--- src/fault_policy_defines.vh ---
// Constants for the expansion input fault policy block.
// Assumes a single 100 MHz clock and a Wishbone classic master.
// Summary of operation
// - Healthy input or display-only gives nothing
// - Open alarm input: alarm stopped, lockout running
// - Open wait input: waiting only when running
// - Open warning input: alert, never transition
// - Open permissive input: pilot from main fuel
// - Off-after-main-on: waiting, purge, reignite, pilot
// - Airflow proving input goes to airflow logic
// - Redundant input follows first communicating slot
// - Lost redundant slot never stops controller
// - Out of range raises invalid alarm response, except in warning mode
// - Analog alarm trip: alarm stopped, lockout running
// - Analog wait trip: waiting only when running
// - Analog warning trip: alert only
// - Analog permissive trip: pilot from main fuel
// - Valid strictly between low and high trip
`ifndef FAULT_POLICY_DEFINES_VH
`define FAULT_POLICY_DEFINES_VH
`define MODE_ALARM 3'h0
`define MODE_WAIT 3'h1
`define MODE_WARN 3'h2
`define MODE_MAIN 3'h3
`define MODE_DISP 3'h4
`define MODE_AIRFLOW 3'h5
`define MODE_PID 3'h6
`define CST_STOPPED 2'h0
`define CST_RUNNING 2'h1
`define CST_MAIN 2'h2
`define TR_NONE 3'h0
`define TR_ALARM 3'h1
`define TR_LOCKOUT 3'h2
`define TR_WAITING 3'h3
`define TR_PILOT 3'h4
`define TR_RELIGHT 3'h5
`define TR_AIRFLOW 3'h6
`define AL_NONE 4'h0
`define AL_DI_ALARM 4'h1
`define AL_DI_WAIT 4'h2
`define AL_DI_WARN 4'h3
`define AL_DI_MAIN 4'h4
`define AL_INVALID 4'h5
`define AL_LO_ALARM 4'h6
`define AL_HI_ALARM 4'h7
`define AL_LO_WAIT 4'h8
`define AL_HI_WAIT 4'h9
`define AL_LO_WARN 4'ha
`define AL_HI_WARN 4'hb
`define AL_LO_MAIN 4'hc
`define AL_HI_MAIN 4'hd
`define ADR_CFG 5'h00
`define ADR_LOTRIP 5'h04
`define ADR_HITRIP 5'h08
`define ADR_RESULT 5'h0c
`define ADR_IRQ_ST 5'h10
`define ADR_IRQ_MSK 5'h14
`define CFG_RST 5'h00
`define LOTRIP_RST 16'h0000
`define HITRIP_RST 16'hffff
`endif

--- src/expansion_input_fault_policy.v ---
// Fault policy for one logical expansion input with two redundant slots.
// Assumes slot inputs and controller state arrive asynchronously; all are synchronised.
//
// Chosen here: the Wishbone interface to the registers and the register addresses.
`timescale 1ns/1ns
`include "fault_policy_defines.vh"
module expansion_input_fault_policy (
  input wire clk_i,
  input wire rst_i,
  input wire wb_cyc_i,
  input wire wb_stb_i,
  input wire wb_we_i,
  input wire [5:0] wb_adr_i,
  input wire [3:0] wb_sel_i,
  input wire [31:0] wb_dat_i,
  output reg [31:0] wb_dat_o,
  output reg wb_ack_o,
  input wire [1:0] slot_comm_i,
  input wire [1:0] slot_di_i,
  input wire [31:0] slot_ai_i,
  input wire [1:0] slot_oor_i,
  input wire [1:0] ctrl_state_i,
  output reg [2:0] transition_o,
  output reg [3:0] alert_o,
  output reg airflow_sel_o,
  output reg irq_o
);
  // Register map on the low five address bits:
  //   cfg: mode [2:0], analog [3], relight after main on [4]
  //   low trip and high trip: 16-bit thresholds on lanes 0 and 1
  //   result: owner [11:10], airflow [9], alert [8:5], transition [2:0]
  //   status: alarm, lockout, waiting, pilot request; cleared by a read
  //   mask: same layout as status
  reg [4:0] cfg_reg;
  reg [15:0] lotrip_reg;
  reg [15:0] hitrip_reg;
  reg [3:0] irq_st_reg;
  reg [3:0] irq_st_next;
  reg [3:0] irq_msk_reg;
  reg [1:0] comm_s1_reg, comm_s2_reg;
  reg [1:0] di_s1_reg, di_s2_reg;
  reg [31:0] ai_s1_reg, ai_s2_reg;
  reg [1:0] oor_s1_reg, oor_s2_reg;
  reg [1:0] cst_s1_reg, cst_s2_reg;
  reg [31:0] ai_s3_reg;
  reg [1:0] cst_s3_reg;
  reg [31:0] ai_word_reg;
  reg [1:0] cst_word_reg;
  reg [1:0] owner_reg;
  reg [2:0] tr_next;
  reg [3:0] al_next;
  wire [2:0] mode = cfg_reg[2:0];
  wire analog = cfg_reg[3];
  wire relight = cfg_reg[4];

  // Stopped or running decides between alarm and lockout
  function [2:0] stop_trip;
    input [1:0] st;
    begin
      stop_trip = (st == `CST_STOPPED) ? `TR_ALARM : `TR_LOCKOUT;
    end
  endfunction

  // Waiting only pulls a running controller aside
  function [2:0] wait_tr;
    input [1:0] st;
    begin
      wait_tr = (st == `CST_STOPPED) ? `TR_NONE : `TR_WAITING;
    end
  endfunction

  // Loss of main permissive matters only on main fuel
  function [2:0] main_tr;
    input [1:0] st;
    input pilot_off;
    begin
      if (st != `CST_MAIN)
        main_tr = `TR_NONE;
      else if (pilot_off)
        main_tr = `TR_RELIGHT;
      else
        main_tr = `TR_PILOT;
    end
  endfunction

  // Trip alerts come in low and high pairs per mode
  function [3:0] ai_alert;
    input [2:0] md;
    input low;
    begin
      case (md)
        `MODE_ALARM: ai_alert = low ? `AL_LO_ALARM : `AL_HI_ALARM;
        `MODE_WAIT: ai_alert = low ? `AL_LO_WAIT : `AL_HI_WAIT;
        `MODE_WARN: ai_alert = low ? `AL_LO_WARN : `AL_HI_WARN;
        `MODE_MAIN: ai_alert = low ? `AL_LO_MAIN : `AL_HI_MAIN;
        default: ai_alert = `AL_NONE;
      endcase
    end
  endfunction

  // Offset decode shared by the write and clear-on-read paths
  function [5:0] reg_decode;
    input [4:0] a;
    begin
      reg_decode = 6'h00;
      case (a)
        `ADR_CFG: reg_decode = 6'h01;
        `ADR_LOTRIP: reg_decode = 6'h02;
        `ADR_HITRIP: reg_decode = 6'h04;
        `ADR_RESULT: reg_decode = 6'h08;
        `ADR_IRQ_ST: reg_decode = 6'h10;
        `ADR_IRQ_MSK: reg_decode = 6'h20;
        default: reg_decode = 6'h00;
      endcase
    end
  endfunction

  // Synchronisers: first stage read only by second
  always @(posedge clk_i) begin
    comm_s1_reg <= slot_comm_i;
    comm_s2_reg <= comm_s1_reg;
    di_s1_reg <= slot_di_i;
    di_s2_reg <= di_s1_reg;
    ai_s1_reg <= slot_ai_i;
    ai_s2_reg <= ai_s1_reg;
    oor_s1_reg <= slot_oor_i;
    oor_s2_reg <= oor_s1_reg;
    cst_s1_reg <= ctrl_state_i;
    cst_s2_reg <= cst_s1_reg;
  end

  // Multi-bit words cross bit by bit, so one edge can catch a torn word.
  // A word is taken once two samples agree; a word never steady is never taken.
  always @(posedge clk_i) begin
    ai_s3_reg <= ai_s2_reg;
    cst_s3_reg <= cst_s2_reg;
    if (rst_i) begin
      ai_word_reg <= 32'h00000000;
      cst_word_reg <= `CST_STOPPED;
    end else begin
      if (ai_s2_reg == ai_s3_reg)
        ai_word_reg <= ai_s2_reg;
      if (cst_s2_reg == cst_s3_reg)
        cst_word_reg <= cst_s2_reg;
    end
  end

  // Ownership latches on first slot to communicate; slot 0 wins a tie
  // A dead owner freezes the input; the spare slot is never promoted
  always @(posedge clk_i) begin
    if (rst_i) begin
      owner_reg <= 2'h0;
    end else if (owner_reg == 2'h0) begin
      if (comm_s2_reg[0])
        owner_reg <= 2'h1;
      else if (comm_s2_reg[1])
        owner_reg <= 2'h2;
    end
  end

  // Only owner slot is looked at; other slot loss is ignored
  wire sel1 = owner_reg[1];
  wire have = owner_reg != 2'h0;
  wire o_di = sel1 ? di_s2_reg[1] : di_s2_reg[0];
  wire [15:0] o_ai = sel1 ? ai_word_reg[31:16] : ai_word_reg[15:0];
  wire o_oor = sel1 ? oor_s2_reg[1] : oor_s2_reg[0];
  wire lo_trip = o_ai <= lotrip_reg;
  wire hi_trip = o_ai >= hitrip_reg;
  wire [1:0] cst = cst_word_reg;

  always @* begin
    tr_next = `TR_NONE;
    al_next = `AL_NONE;
    if (!have || mode == `MODE_DISP || mode == `MODE_PID) begin
      tr_next = `TR_NONE;
    end else if (mode == `MODE_AIRFLOW) begin
      tr_next = `TR_AIRFLOW;
    end else if (!analog) begin
      if (!o_di) begin
        case (mode)
          `MODE_ALARM: begin
            tr_next = stop_trip(cst);
            al_next = `AL_DI_ALARM;
          end
          `MODE_WAIT: begin
            tr_next = wait_tr(cst);
            al_next = `AL_DI_WAIT;
          end
          `MODE_WARN: begin
            al_next = `AL_DI_WARN;
          end
          `MODE_MAIN: begin
            tr_next = main_tr(cst, relight);
            al_next = `AL_DI_MAIN;
          end
          default: begin
            tr_next = `TR_NONE;
          end
        endcase
      end
    end else if (o_oor && mode != `MODE_WARN) begin
      // Out of range outranks trips; warning mode ignores it
      tr_next = stop_trip(cst);
      al_next = `AL_INVALID;
    end else if (!o_oor && (lo_trip || hi_trip)) begin
      case (mode)
        `MODE_ALARM: begin
          tr_next = stop_trip(cst);
          al_next = ai_alert(mode, lo_trip);
        end
        `MODE_WAIT: begin
          tr_next = wait_tr(cst);
          al_next = ai_alert(mode, lo_trip);
        end
        `MODE_WARN: begin
          al_next = ai_alert(mode, lo_trip);
        end
        `MODE_MAIN: begin
          tr_next = main_tr(cst, relight);
          al_next = ai_alert(mode, lo_trip);
        end
        default: begin
          tr_next = `TR_NONE;
        end
      endcase
    end
  end

  // Ack cycle masks the request so one access is taken once
  wire bus_req = wb_cyc_i && wb_stb_i && !wb_ack_o;
  wire bus_wr = bus_req && wb_we_i;
  wire [5:0] hit = reg_decode(wb_adr_i[4:0]);
  wire st_rd = bus_req && !wb_we_i && hit[4];
  // Events fire in the cycle a request first appears, not while it stands
  wire ev_alarm = tr_next == `TR_ALARM && transition_o != `TR_ALARM;
  wire ev_lockout = tr_next == `TR_LOCKOUT && transition_o != `TR_LOCKOUT;
  wire ev_wait = tr_next == `TR_WAITING && transition_o != `TR_WAITING;
  wire ev_pilot = (tr_next == `TR_PILOT || tr_next == `TR_RELIGHT) && tr_next != transition_o;
  wire [3:0] ev = {ev_pilot, ev_wait, ev_lockout, ev_alarm};

  always @* begin
    irq_st_next = irq_st_reg;
    if (st_rd)
      irq_st_next = 4'h0;
    // Set beats clear-on-read
    irq_st_next = irq_st_next | ev;
  end

  always @(posedge clk_i) begin
    if (rst_i) begin
      transition_o <= `TR_NONE;
      alert_o <= `AL_NONE;
      airflow_sel_o <= 1'b0;
      irq_st_reg <= 4'h0;
      irq_o <= 1'b0;
    end else begin
      transition_o <= tr_next;
      alert_o <= al_next;
      airflow_sel_o <= (mode == `MODE_AIRFLOW) && have;
      irq_st_reg <= irq_st_next;
      // Next status, so a new event reaches irq with its status bit
      irq_o <= |(irq_st_next & irq_msk_reg);
    end
  end

  // Wishbone slave, ack one cycle after strobe
  always @(posedge clk_i) begin
    if (rst_i) begin
      wb_ack_o <= 1'b0;
      wb_dat_o <= 32'h00000000;
      cfg_reg <= `CFG_RST;
      lotrip_reg <= `LOTRIP_RST;
      hitrip_reg <= `HITRIP_RST;
      irq_msk_reg <= 4'h0;
    end else begin
      wb_ack_o <= bus_req;
      if (bus_wr) begin
        if (hit[0] && wb_sel_i[0])
          cfg_reg <= wb_dat_i[4:0];
        if (hit[1] && wb_sel_i[0])
          lotrip_reg[7:0] <= wb_dat_i[7:0];
        if (hit[1] && wb_sel_i[1])
          lotrip_reg[15:8] <= wb_dat_i[15:8];
        if (hit[2] && wb_sel_i[0])
          hitrip_reg[7:0] <= wb_dat_i[7:0];
        if (hit[2] && wb_sel_i[1])
          hitrip_reg[15:8] <= wb_dat_i[15:8];
        if (hit[5] && wb_sel_i[0])
          irq_msk_reg <= wb_dat_i[3:0];
      end
      // Result shows the registered outputs, one cycle behind the policy
      if (bus_req && !wb_we_i) begin
        case (wb_adr_i[4:0])
          `ADR_CFG: wb_dat_o <= {27'h0, cfg_reg};
          `ADR_LOTRIP: wb_dat_o <= {16'h0, lotrip_reg};
          `ADR_HITRIP: wb_dat_o <= {16'h0, hitrip_reg};
          `ADR_RESULT: wb_dat_o <= {20'h0, owner_reg, airflow_sel_o, alert_o, 2'h0, transition_o};
          `ADR_IRQ_ST: wb_dat_o <= {28'h0, irq_st_reg};
          `ADR_IRQ_MSK: wb_dat_o <= {28'h0, irq_msk_reg};
          default: wb_dat_o <= 32'h00000000;
        endcase
      end
    end
  end
endmodule // expansion_input_fault_policy

--- config.mk ---
export PLATFORM = sky130hd
export DESIGN_NAME = expansion_input_fault_policy
export DESIGN_NICKNAME = d
export VERILOG_FILES = /design/src/expansion_input_fault_policy.v
export VERILOG_INCLUDE_DIRS = /design/src
export SDC_FILE = /design/constraint.sdc
export NUM_CORES = 1
export LEC_CHECK = 0
export CAP_MARGIN = 20
export CORE_UTILIZATION = 60
export DETAILED_ROUTE_END_ITERATION = 7
export DONT_BUFFER_PORTS = 1
export GPL_ROUTABILITY_DRIVEN = 0
export GPL_TIMING_DRIVEN = 0
export PLACE_DENSITY = 0.88
export SLEW_MARGIN = 20
export SYNTH_ARGS = -nofsm -noshare
export SYNTH_HDL_FRONTEND = slang
export SYNTH_SLANG_ARGS = --single-unit
--- constraint.sdc ---
create_clock -name clk_i -period 4.4 [get_ports clk_i]
set_input_delay 0.88 -clock clk_i [delete_from_list [all_inputs] [get_ports clk_i]]
set_output_delay 0.88 -clock clk_i [all_outputs]
set_load 0.1 [all_outputs]
==> flow_results.xml, run 1 <==
<?xml version="1.0" encoding="UTF-8"?>
<metrics>
  <group name="timing">
    <metric name="finalCriticalPeriod" unit="ns">4.14</metric>
    <metric name="post-route-period-util" unit="%">94.2</metric>
    <metric name="slew_headroom" unit="%">25.1</metric>
    <metric name="fmax" unit="MHz">241</metric>
    <metric name="setup_viol" unit="">0</metric>
    <metric name="rsz0062_at_grt" unit="">no</metric>
    <metric name="timing.final.hold_violations" unit="">0</metric>
    <metric name="tns" unit="ns">0</metric>
    <metric name="worst_slew_pin_slew" unit="ns">1.12</metric>
    <metric name="final.setup_skew" unit="ns">0.00887</metric>
    <metric name="maxSlewViolCount" unit="">0</metric>
  </group>
  <group name="power_and_ir_drop">
    <metric name="power.share.switching" unit="%">22.2</metric>
    <metric name="p_leak" unit="nW">4.17</metric>
    <metric name="largest_vdd_supply_drop" unit="mV">0.573</metric>
    <metric name="power.density" unit="nW/um^2">462</metric>
    <metric name="netSwitchingPower" unit="mW">0.961</metric>
    <metric name="sequentialPowerShare" unit="%">49.0</metric>
    <metric name="combPwrFrac" unit="%">4.8</metric>
    <metric name="clkPwrFrac" unit="%">46.2</metric>
    <metric name="power" unit="mW">4.33</metric>
    <metric name="internal_power" unit="mW">3.37</metric>
  </group>
  <group name="route">
    <metric name="first_pass_iters" unit="">6</metric>
    <metric name="remaining_routing_drc_violations" unit="">0</metric>
    <metric name="wl_per_cell" unit="um">17.9</metric>
    <metric name="ant_nets" unit="">0</metric>
    <metric name="violation_count_after_the_first_detailed_route_iteration" unit="">519</metric>
    <metric name="route.detailed.vias_per_inst" unit="">5.67</metric>
    <metric name="route.final.wire_length" unit="mm">18.4</metric>
    <metric name="route.vias.total" unit="">5844</metric>
  </group>
  <group name="global_route">
    <metric name="grt_use_total" unit="%">25.5</metric>
    <metric name="globalRouteOverflowTotal" unit="">0</metric>
    <metric name="grt_max_degree" unit="">16</metric>
    <metric name="grt_first_pass_wirelength" unit="mm">28.5</metric>
    <metric name="vias_in_the_first_global_route" unit="">5501</metric>
    <metric name="grt_antenna_before_repair" unit="">0</metric>
  </group>
  <group name="setup_path">
    <metric name="critical_path.slowest_cell" unit="">sky130_fd_sc_hd__dfxtp_1</metric>
    <metric name="critPathMaxFanout" unit="">10</metric>
    <metric name="cell_type_with_the_highest_occurrence_count_on_the_critical_path" unit="">sky130_fd_sc_hd__clkbuf_2</metric>
    <metric name="worst_ep_required_time" unit="ns">4.79</metric>
    <metric name="worst_r2r_path_depth" unit="">13</metric>
    <metric name="critical_path_class" unit="">register to register</metric>
    <metric name="worst_r2r_endpoint" unit="">irq_o$_SDFF_PP0_</metric>
    <metric name="path_cells" unit="">clkbuf_2 -&gt; clkbuf_2 -&gt; mux2_2 -&gt; ha_1 -&gt; nor2b_1 -&gt; o211ai_1 -&gt; a2111o_1 -&gt; and3_4 -&gt; nor4b_4 -&gt; o211ai_2 -&gt; nor3b_1 -&gt; o311a_1 -&gt; a211o_1</metric>
    <metric name="max_stage_delay" unit="ns">0.46</metric>
    <metric name="timing.rr.start" unit="">owner_reg[1]$_SDFFE_PP0P_</metric>
    <metric name="r2r_slack" unit="ns">0.26</metric>
    <metric name="worstSetupEndpointType" unit="">register</metric>
    <metric name="critPathArrivalTime" unit="ns">4.53</metric>
    <metric name="critical_path.startpoint" unit="">owner_reg[1]$_SDFFE_PP0P_</metric>
    <metric name="worst_setup_path_start_kind" unit="">register</metric>
  </group>
  <group name="worst_hold_path">
    <metric name="hold_path_depth" unit="">0</metric>
    <metric name="hold_path.class" unit="">register to register</metric>
    <metric name="timing.hold.worst_endpoint" unit="">cst_s2_reg[0]$_DFF_P_</metric>
    <metric name="hp-start" unit="">cst_s1_reg[0]$_DFF_P_</metric>
  </group>
  <group name="synth">
    <metric name="synth_area_leader_cell" unit="">sky130_fd_sc_hd__dfxtp_1</metric>
    <metric name="synth-warning-count" unit="">0</metric>
    <metric name="post_synth.cell_area_avg" unit="um^2">10.4</metric>
    <metric name="distinct_cell_type_count_of_the_synthesized_netlist" unit="">63</metric>
    <metric name="arithmetic_cell_share_of_the_synthesized_area_counting_full_adders_half_adders_and_majority_gates" unit="%">4.84</metric>
    <metric name="number_of_enable_flip_flop_cells_after_synthesis" unit="">0</metric>
    <metric name="yosysTopAreaCellShare" unit="%">53.4</metric>
    <metric name="synthesis.area" unit="um^2">8280</metric>
    <metric name="synth-compound-area-share" unit="%">10.8</metric>
    <metric name="syn_inst" unit="">800</metric>
    <metric name="synth-simple-area-share" unit="%">11.8</metric>
    <metric name="synth_top_family_by_area" unit="">simple AND/OR/NAND/NOR gates</metric>
    <metric name="synth_mux_area_share" unit="%">10.6</metric>
    <metric name="register_bit_total_from_synthesis" unit="">221</metric>
    <metric name="yosys_most_used_dff" unit="">sky130_fd_sc_hd__dfxtp_1</metric>
    <metric name="netlist_top_cells_area" unit="">sky130_fd_sc_hd__dfxtp_1 (53%), sky130_fd_sc_hd__mux2i_1 (8.6%), sky130_fd_sc_hd__ha_1 (4.8%), sky130_fd_sc_hd__nor2_1 (4.4%), sky130_fd_sc_hd__xnor2_1 (3.6%)</metric>
    <metric name="seq_area_frac_synth" unit="%">53.4</metric>
    <metric name="postSynth.asyncResetShare" unit="%">0</metric>
    <metric name="synth_xor_xnor_area_share" unit="%">3.60</metric>
  </group>
  <group name="placement">
    <metric name="dp_hpwl" unit="mm">13.2</metric>
    <metric name="io_buffers" unit="">0</metric>
    <metric name="placed_cells_incl_taps" unit="">991</metric>
  </group>
  <group name="clocking">
    <metric name="cts_tree" unit="">built</metric>
    <metric name="ctsHtreeMaxLevel" unit="">1</metric>
    <metric name="clock_tree.root_cell" unit="">sky130_fd_sc_hd__clkbuf_16</metric>
    <metric name="source_to_sink_clock_delay_at_the_later_pin_of_the_worst_skew_pair" unit="ns">0.51</metric>
    <metric name="cts_buffers" unit="">22</metric>
    <metric name="clock_tree.buffer_depth" unit="">3</metric>
    <metric name="sinks_on_clock_net" unit="">221</metric>
    <metric name="clkTransAtPathRegs" unit="ns">0.06</metric>
    <metric name="post-cts-setup-buffers" unit="">0</metric>
  </group>
  <group name="die">
    <metric name="core.rowCount" unit="">42</metric>
    <metric name="fp.coreArea" unit="um^2">13300</metric>
    <metric name="initial_core_util" unit="%">62.0</metric>
    <metric name="top_level_ports" unit="">129</metric>
    <metric name="total_die_area" unit="um^2">14300</metric>
    <metric name="die-height" unit="um">119</metric>
    <metric name="dieWidth" unit="um">119</metric>
  </group>
  <group name="status">
    <metric name="run_status" unit="">completed</metric>
  </group>
  <group name="final_layout">
    <metric name="post_route_cells_drive_above_1_share" unit="%">9.37</metric>
    <metric name="area_delta_synth_final" unit="%">13.1</metric>
    <metric name="nNetsFinal" unit="">958</metric>
    <metric name="finish.cell_count_without_fillers" unit="">1030</metric>
    <metric name="layout_commonest_cell" unit="">sky130_fd_sc_hd__dfxtp_1</metric>
    <metric name="antenna-diode-count" unit="">0</metric>
    <metric name="commonest_cells_after_routing_fill_and_taps_aside" unit="">sky130_fd_sc_hd__dfxtp_1 (221), sky130_fd_sc_hd__nor2_1 (97), sky130_fd_sc_hd__mux2i_1 (71), sky130_fd_sc_hd__nand2_1 (47), sky130_fd_sc_hd__inv_1 (40)</metric>
  </group>
  <group name="job">
    <metric name="max-cap-violations" unit="">0</metric>
  </group>
</metrics>
## cells by family after synthesis
family                     Yosys count
AOI/OAI and AO/OA                  125
xor gates and xnor gates            34
adders and majority gates           32
buffers and inverters               91
DFF                                221
muxes                               86
other                                1
and+or+nand+nor                    210
## metrics by stage
| step | utilization [%] | area, um^2 | worst slack, ns | hold slack (ns) |
|---|---|---|---|---|
| floorplan | - | 8340 | 0.650 | 0.310 |
| global placement | 64.1 | 8560 | -0.0428 | 0.311 |
| detailed placement | 64.1 | 8560 | -0.102 | 0.312 |
| CTS | 70.1 | 9350 | 0.0264 | 0.326 |
| global route | 70.1 | 9360 | 0.102 | 0.329 |
| finish | 70.1 | 9360 | 0.255 | 0.325 |
## power by group through the flow
| stage | logic [mW] | registers (mW) | clock network [mW] |
|---|---|---|---|
| finish | 0.209 | 2.12 | 2.00 |
| detailed placement | 0.204 | 2.16 | 0 |
| floorplan | 0.176 | 2.15 | 0 |
| global placement | 0.202 | 2.16 | 0 |
| CTS | 0.206 | 2.12 | 2.02 |
| global route | 0.222 | 2.12 | 2.11 |
## cell usage after synthesis, types with 7 or more instances
cell type / count
sky130_fd_sc_hd__nand2_1: 47
sky130_fd_sc_hd__buf_4: 16
sky130_fd_sc_hd__a22oi_1: 16
sky130_fd_sc_hd__mux2_2: 15
sky130_fd_sc_hd__nor3_1: 12
sky130_fd_sc_hd__o211ai_1: 16
sky130_fd_sc_hd__nand4_1: 16
sky130_fd_sc_hd__ha_1: 32
sky130_fd_sc_hd__a21oi_1: 23
sky130_fd_sc_hd__o21ai_0: 16
sky130_fd_sc_hd__mux2i_1: 71
sky130_fd_sc_hd__xnor2_1: 34
sky130_fd_sc_hd__nor2_1: 97
sky130_fd_sc_hd__nand2b_1: 7
sky130_fd_sc_hd__inv_1: 40
sky130_fd_sc_hd__clkbuf_1: 26
sky130_fd_sc_hd__dfxtp_1: 221
sky130_fd_sc_hd__a22o_1: 11
## layout make-up
cell class	count	area, um^2
clock buffers	31	624
fillers	958	3990
well taps	176	220
multi-input cells	503	3510
flip-flops and latches	221	4420
inverters	42	158
clock inverters	8	171
plain buffers	49	250
## layer usage
metal / part of all wire [%] / global-route usage [%] / vias up / routed length, um
met2: 47 / 43.3 / 248 / 8670
met5: 0 / 0 / - / 0
met1: 42 / 31.4 / 2720 / 7640
li1: - / - / 2833 / -
met3: 7.9 / 6.47 / 43 / 1460
met4: 3.4 / 8.67 / 0 / 630
## worst max path at each step
stage                                   to  slack, ns  depth (start not counted)
final                     irq_o$_SDFF_PP0_       0.26                         13
after global routing      irq_o$_SDFF_PP0_       0.10                         13
after CTS                 irq_o$_SDFF_PP0_       0.03                         13
after detailed placement  irq_o$_SDFF_PP0_      -0.10                         13
after global placement    irq_o$_SDFF_PP0_      -0.04                         13
after floorplan           irq_o$_SDFF_PP0_       0.65                         13
## worst max-delay path: cells and delay by family (launching register included)
family | cells | cell delay (ns)
adders and majority gates | 1 | 0.29
and+or+nand+nor | 4 | 0.89
buffers and inverters | 2 | 0.69
AOI/OAI and AO/OA | 5 | 1.28
DFF | 1 | 0.46
muxes | 1 | 0.40
## what timing repair did
| action | in CTS | in global routing |
|---|---|---|
| endpoints found under the setup margin | 1 | 4 |
| gates resized for setup | 1 | 2 |
| hold buffers | 0 | 0 |
| hold endpoints to repair | 0 | 0 |
Note: power is estimated with default switching activity, not from simulation.
==> inputs of run 2 (changes only) <==
--- a/config.mk
+++ b/config.mk
@@ -13,7 +13,8 @@
 export GPL_ROUTABILITY_DRIVEN = 0
 export GPL_TIMING_DRIVEN = 0
 export PLACE_DENSITY = 0.88
-export SLEW_MARGIN = 20
+export SKIP_LAST_GASP = 1
+export SLEW_MARGIN = 30
 export SYNTH_ARGS = -nofsm -noshare
 export SYNTH_HDL_FRONTEND = slang
 export SYNTH_SLANG_ARGS = --single-unit
==> constraint.sdc (replaced) <==
create_clock -name clk_i -period 4.4 [get_ports clk_i]
set_input_delay 0.44 -clock clk_i [delete_from_list [all_inputs] [get_ports clk_i]]
set_output_delay 0.44 -clock clk_i [all_outputs]
set_load 0.1 [all_outputs]
==> run 2 against run 1 <==
Compared with the run above: clock skew rose by 0.0099 ns; final area rose by 4.5%; sequential cell count did not move; register-to-register slack barely moved; die area did not move; routed wire length rose by 2.9%; combinational power rose by 13%.
==> flow_results.xml, run 2 (synthesis gave the netlist of run 1 again) <==
<?xml version="1.0" encoding="UTF-8"?>
<metrics>
  <group name="die">
    <metric name="fp.coreArea" unit="um^2">13300</metric>
    <metric name="total_die_area" unit="um^2">14300</metric>
    <metric name="top_level_ports" unit="">129</metric>
    <metric name="core.rowCount" unit="">42</metric>
    <metric name="die-height" unit="um">119</metric>
    <metric name="dieWidth" unit="um">119</metric>
    <metric name="initial_core_util" unit="%">62.0</metric>
  </group>
  <group name="timing">
    <metric name="maxSlewViolCount" unit="">0</metric>
    <metric name="slew_headroom" unit="%">30.8</metric>
    <metric name="finalCriticalPeriod" unit="ns">4.14</metric>
    <metric name="post-route-period-util" unit="%">94.0</metric>
    <metric name="worst_slew_pin_slew" unit="ns">1.04</metric>
    <metric name="hold-worst-slack" unit="ns">0.0775</metric>
    <metric name="fmax" unit="MHz">242</metric>
    <metric name="timing.final.hold_violations" unit="">0</metric>
    <metric name="final.setup_skew" unit="ns">0.0188</metric>
    <metric name="setup_viol" unit="">0</metric>
    <metric name="rsz0062_at_grt" unit="">no</metric>
  </group>
  <group name="placement">
    <metric name="dp_hpwl" unit="mm">13.2</metric>
    <metric name="dpl_cell_area" unit="um^2">8570</metric>
    <metric name="io_buffers" unit="">0</metric>
  </group>
  <group name="worst_hold_path">
    <metric name="hold_path.class" unit="">input port to register</metric>
  </group>
  <group name="route">
    <metric name="route.final.wire_length" unit="mm">18.9</metric>
    <metric name="ant_nets" unit="">0</metric>
    <metric name="wl_per_cell" unit="um">17.7</metric>
    <metric name="route.detailed.vias_per_inst" unit="">5.64</metric>
    <metric name="first_pass_iters" unit="">5</metric>
    <metric name="remaining_routing_drc_violations" unit="">0</metric>
    <metric name="route.vias.total" unit="">6033</metric>
    <metric name="violation_count_after_the_first_detailed_route_iteration" unit="">473</metric>
  </group>
  <group name="clocking">
    <metric name="cts_buffers" unit="">22</metric>
    <metric name="clock_tree.root_cell" unit="">sky130_fd_sc_hd__clkbuf_16</metric>
    <metric name="sinks_on_clock_net" unit="">221</metric>
    <metric name="ctsHtreeMaxLevel" unit="">1</metric>
    <metric name="post-cts-setup-buffers" unit="">0</metric>
    <metric name="clock_tree.buffer_depth" unit="">3</metric>
    <metric name="source_to_sink_clock_delay_at_the_later_pin_of_the_worst_skew_pair" unit="ns">0.51</metric>
    <metric name="clkTransAtPathRegs" unit="ns">0.06</metric>
    <metric name="cts_tree" unit="">built</metric>
  </group>
  <group name="power_and_ir_drop">
    <metric name="p_leak" unit="nW">4.36</metric>
    <metric name="power.density" unit="nW/um^2">447</metric>
    <metric name="largest_vdd_supply_drop" unit="mV">0.431</metric>
  </group>
  <group name="setup_path">
    <metric name="critPathArrivalTime" unit="ns">4.52</metric>
    <metric name="critPathMaxFanout" unit="">10</metric>
    <metric name="r2r_slack" unit="ns">0.26</metric>
    <metric name="worst_ep_required_time" unit="ns">4.78</metric>
    <metric name="worst_setup_path_start_kind" unit="">register</metric>
    <metric name="worstSetupEndpointType" unit="">register</metric>
    <metric name="critical_path_class" unit="">register to register</metric>
  </group>
  <group name="global_route">
    <metric name="grt_antenna_before_repair" unit="">0</metric>
    <metric name="globalRouteOverflowTotal" unit="">0</metric>
    <metric name="vias_in_the_first_global_route" unit="">5786</metric>
    <metric name="grt_use_total" unit="%">26.2</metric>
    <metric name="grt_max_degree" unit="">15</metric>
    <metric name="grt_first_pass_wirelength" unit="mm">29.4</metric>
  </group>
  <group name="status">
    <metric name="run_status" unit="">completed</metric>
  </group>
  <group name="final_layout">
    <metric name="antenna-diode-count" unit="">0</metric>
    <metric name="area_delta_synth_final" unit="%">18.2</metric>
    <metric name="commonest_cells_after_routing_fill_and_taps_aside" unit="">sky130_fd_sc_hd__dfxtp_1 (216), sky130_fd_sc_hd__nor2_1 (97), sky130_fd_sc_hd__mux2i_1 (71), sky130_fd_sc_hd__nand2_1 (47)</metric>
    <metric name="layout_commonest_cell" unit="">sky130_fd_sc_hd__dfxtp_1</metric>
    <metric name="post_route_cells_drive_above_1_share" unit="%">9.73</metric>
    <metric name="stdcell_area" unit="um^2">9790</metric>
    <metric name="nNetsFinal" unit="">998</metric>
  </group>
  <group name="job">
    <metric name="max-cap-violations" unit="">0</metric>
  </group>
</metrics>
run 2: cell types whose count changed in the layout (fill, tap and decap cells not counted):
cell | before | now
sky130_fd_sc_hd__clkbuf_1 | 29 | 28
sky130_fd_sc_hd__clkbuf_8 | 4 | 6
sky130_fd_sc_hd__clkinv_2 | 1 | 2
sky130_fd_sc_hd__clkinv_4 | 1 | 0
sky130_fd_sc_hd__clkinvlp_4 | 1 | 0
sky130_fd_sc_hd__dfxtp_1 | 221 | 216
sky130_fd_sc_hd__dfxtp_2 | 0 | 5
sky130_fd_sc_hd__dlygate4sd3_1 | 0 | 40
sky130_fd_sc_hd__nor3_1 | 12 | 11
sky130_fd_sc_hd__nor3_2 | 1 | 2
run 2: power by group:
group,switching [mW],internal (mW)
logic,0.146,0.0910
registers,0.0552,2.06
clock network,0.759,1.26
total,0.960,3.42
run 2: worst paths after layout:
check / start / cells after the start / endpoint
worst max register to register: owner_reg[1]$_SDFFE_PP0P_ / 13 / irq_o$_SDFF_PP0_
worst min register to register: ai_s1_reg[27]$_DFF_P_ / 0 / ai_s2_reg[27]$_DFF_P_
worst max-delay path: owner_reg[1]$_SDFFE_PP0P_ / 13 / irq_o$_SDFF_PP0_
worst min-delay path: wb_dat_i[1] / 2 / hitrip_reg[1]$_SDFFE_PP1P_
run 2: critical path, cell delays in order, from the launching register on:
cell and delay [ns]:
sky130_fd_sc_hd__dfxtp_1 0.45, sky130_fd_sc_hd__clkbuf_2 0.33, sky130_fd_sc_hd__clkbuf_2 0.34, sky130_fd_sc_hd__mux2_2 0.40
sky130_fd_sc_hd__ha_1 0.29, sky130_fd_sc_hd__nor2b_1 0.13, sky130_fd_sc_hd__o211ai_1 0.10, sky130_fd_sc_hd__a2111o_1 0.38
sky130_fd_sc_hd__and3_4 0.21, sky130_fd_sc_hd__nor4b_4 0.39, sky130_fd_sc_hd__o211ai_2 0.19, sky130_fd_sc_hd__nor3b_1 0.19
sky130_fd_sc_hd__o311a_1 0.36, sky130_fd_sc_hd__a211o_1 0.24
run 2: metal layers:
metal	vias to the layer above	part of all wire, %	GRT usage [%]
li1	2915	-	-
met1	2832	41	32.1
met2	241	49	45.4
met3	45	7.7	6.13
met4	0	2.8	8.44
met5	-	0	0
run 2: area by class of cell:
cell class | count | area [um^2]
inverter | 42 | 158
clock inverter | 7 | 160
fill | 910 | 3560
tap | 176 | 220
multi-input combinational | 503 | 3520
buffer | 49 | 250
timing repair buffer | 40 | 400
clock buffer | 32 | 648
sequential | 221 | 4430
run 2: metrics by stage:
stage	utilization (%)	total power, mW	TNS [ns]	instances	worst slack, ns
floorplan	-	2.33	0	815	0.650
global placement	64.1	2.36	-0.0428	991	-0.0428
detailed placement	64.2	2.37	-0.0732	991	-0.0732
CTS	73.3	4.39	0	1070	0.00219
global route	73.3	4.50	0	1070	0.113
finish	73.3	4.38	0	1070	0.265
run 2: what timing repair did:
item	CTS	global route
setup endpoints to repair	3	3
pin swaps	0	0
cloned	0	0
hold buffers	40	0
hold endpoints to repair	40	0
gates resized for setup	1	2
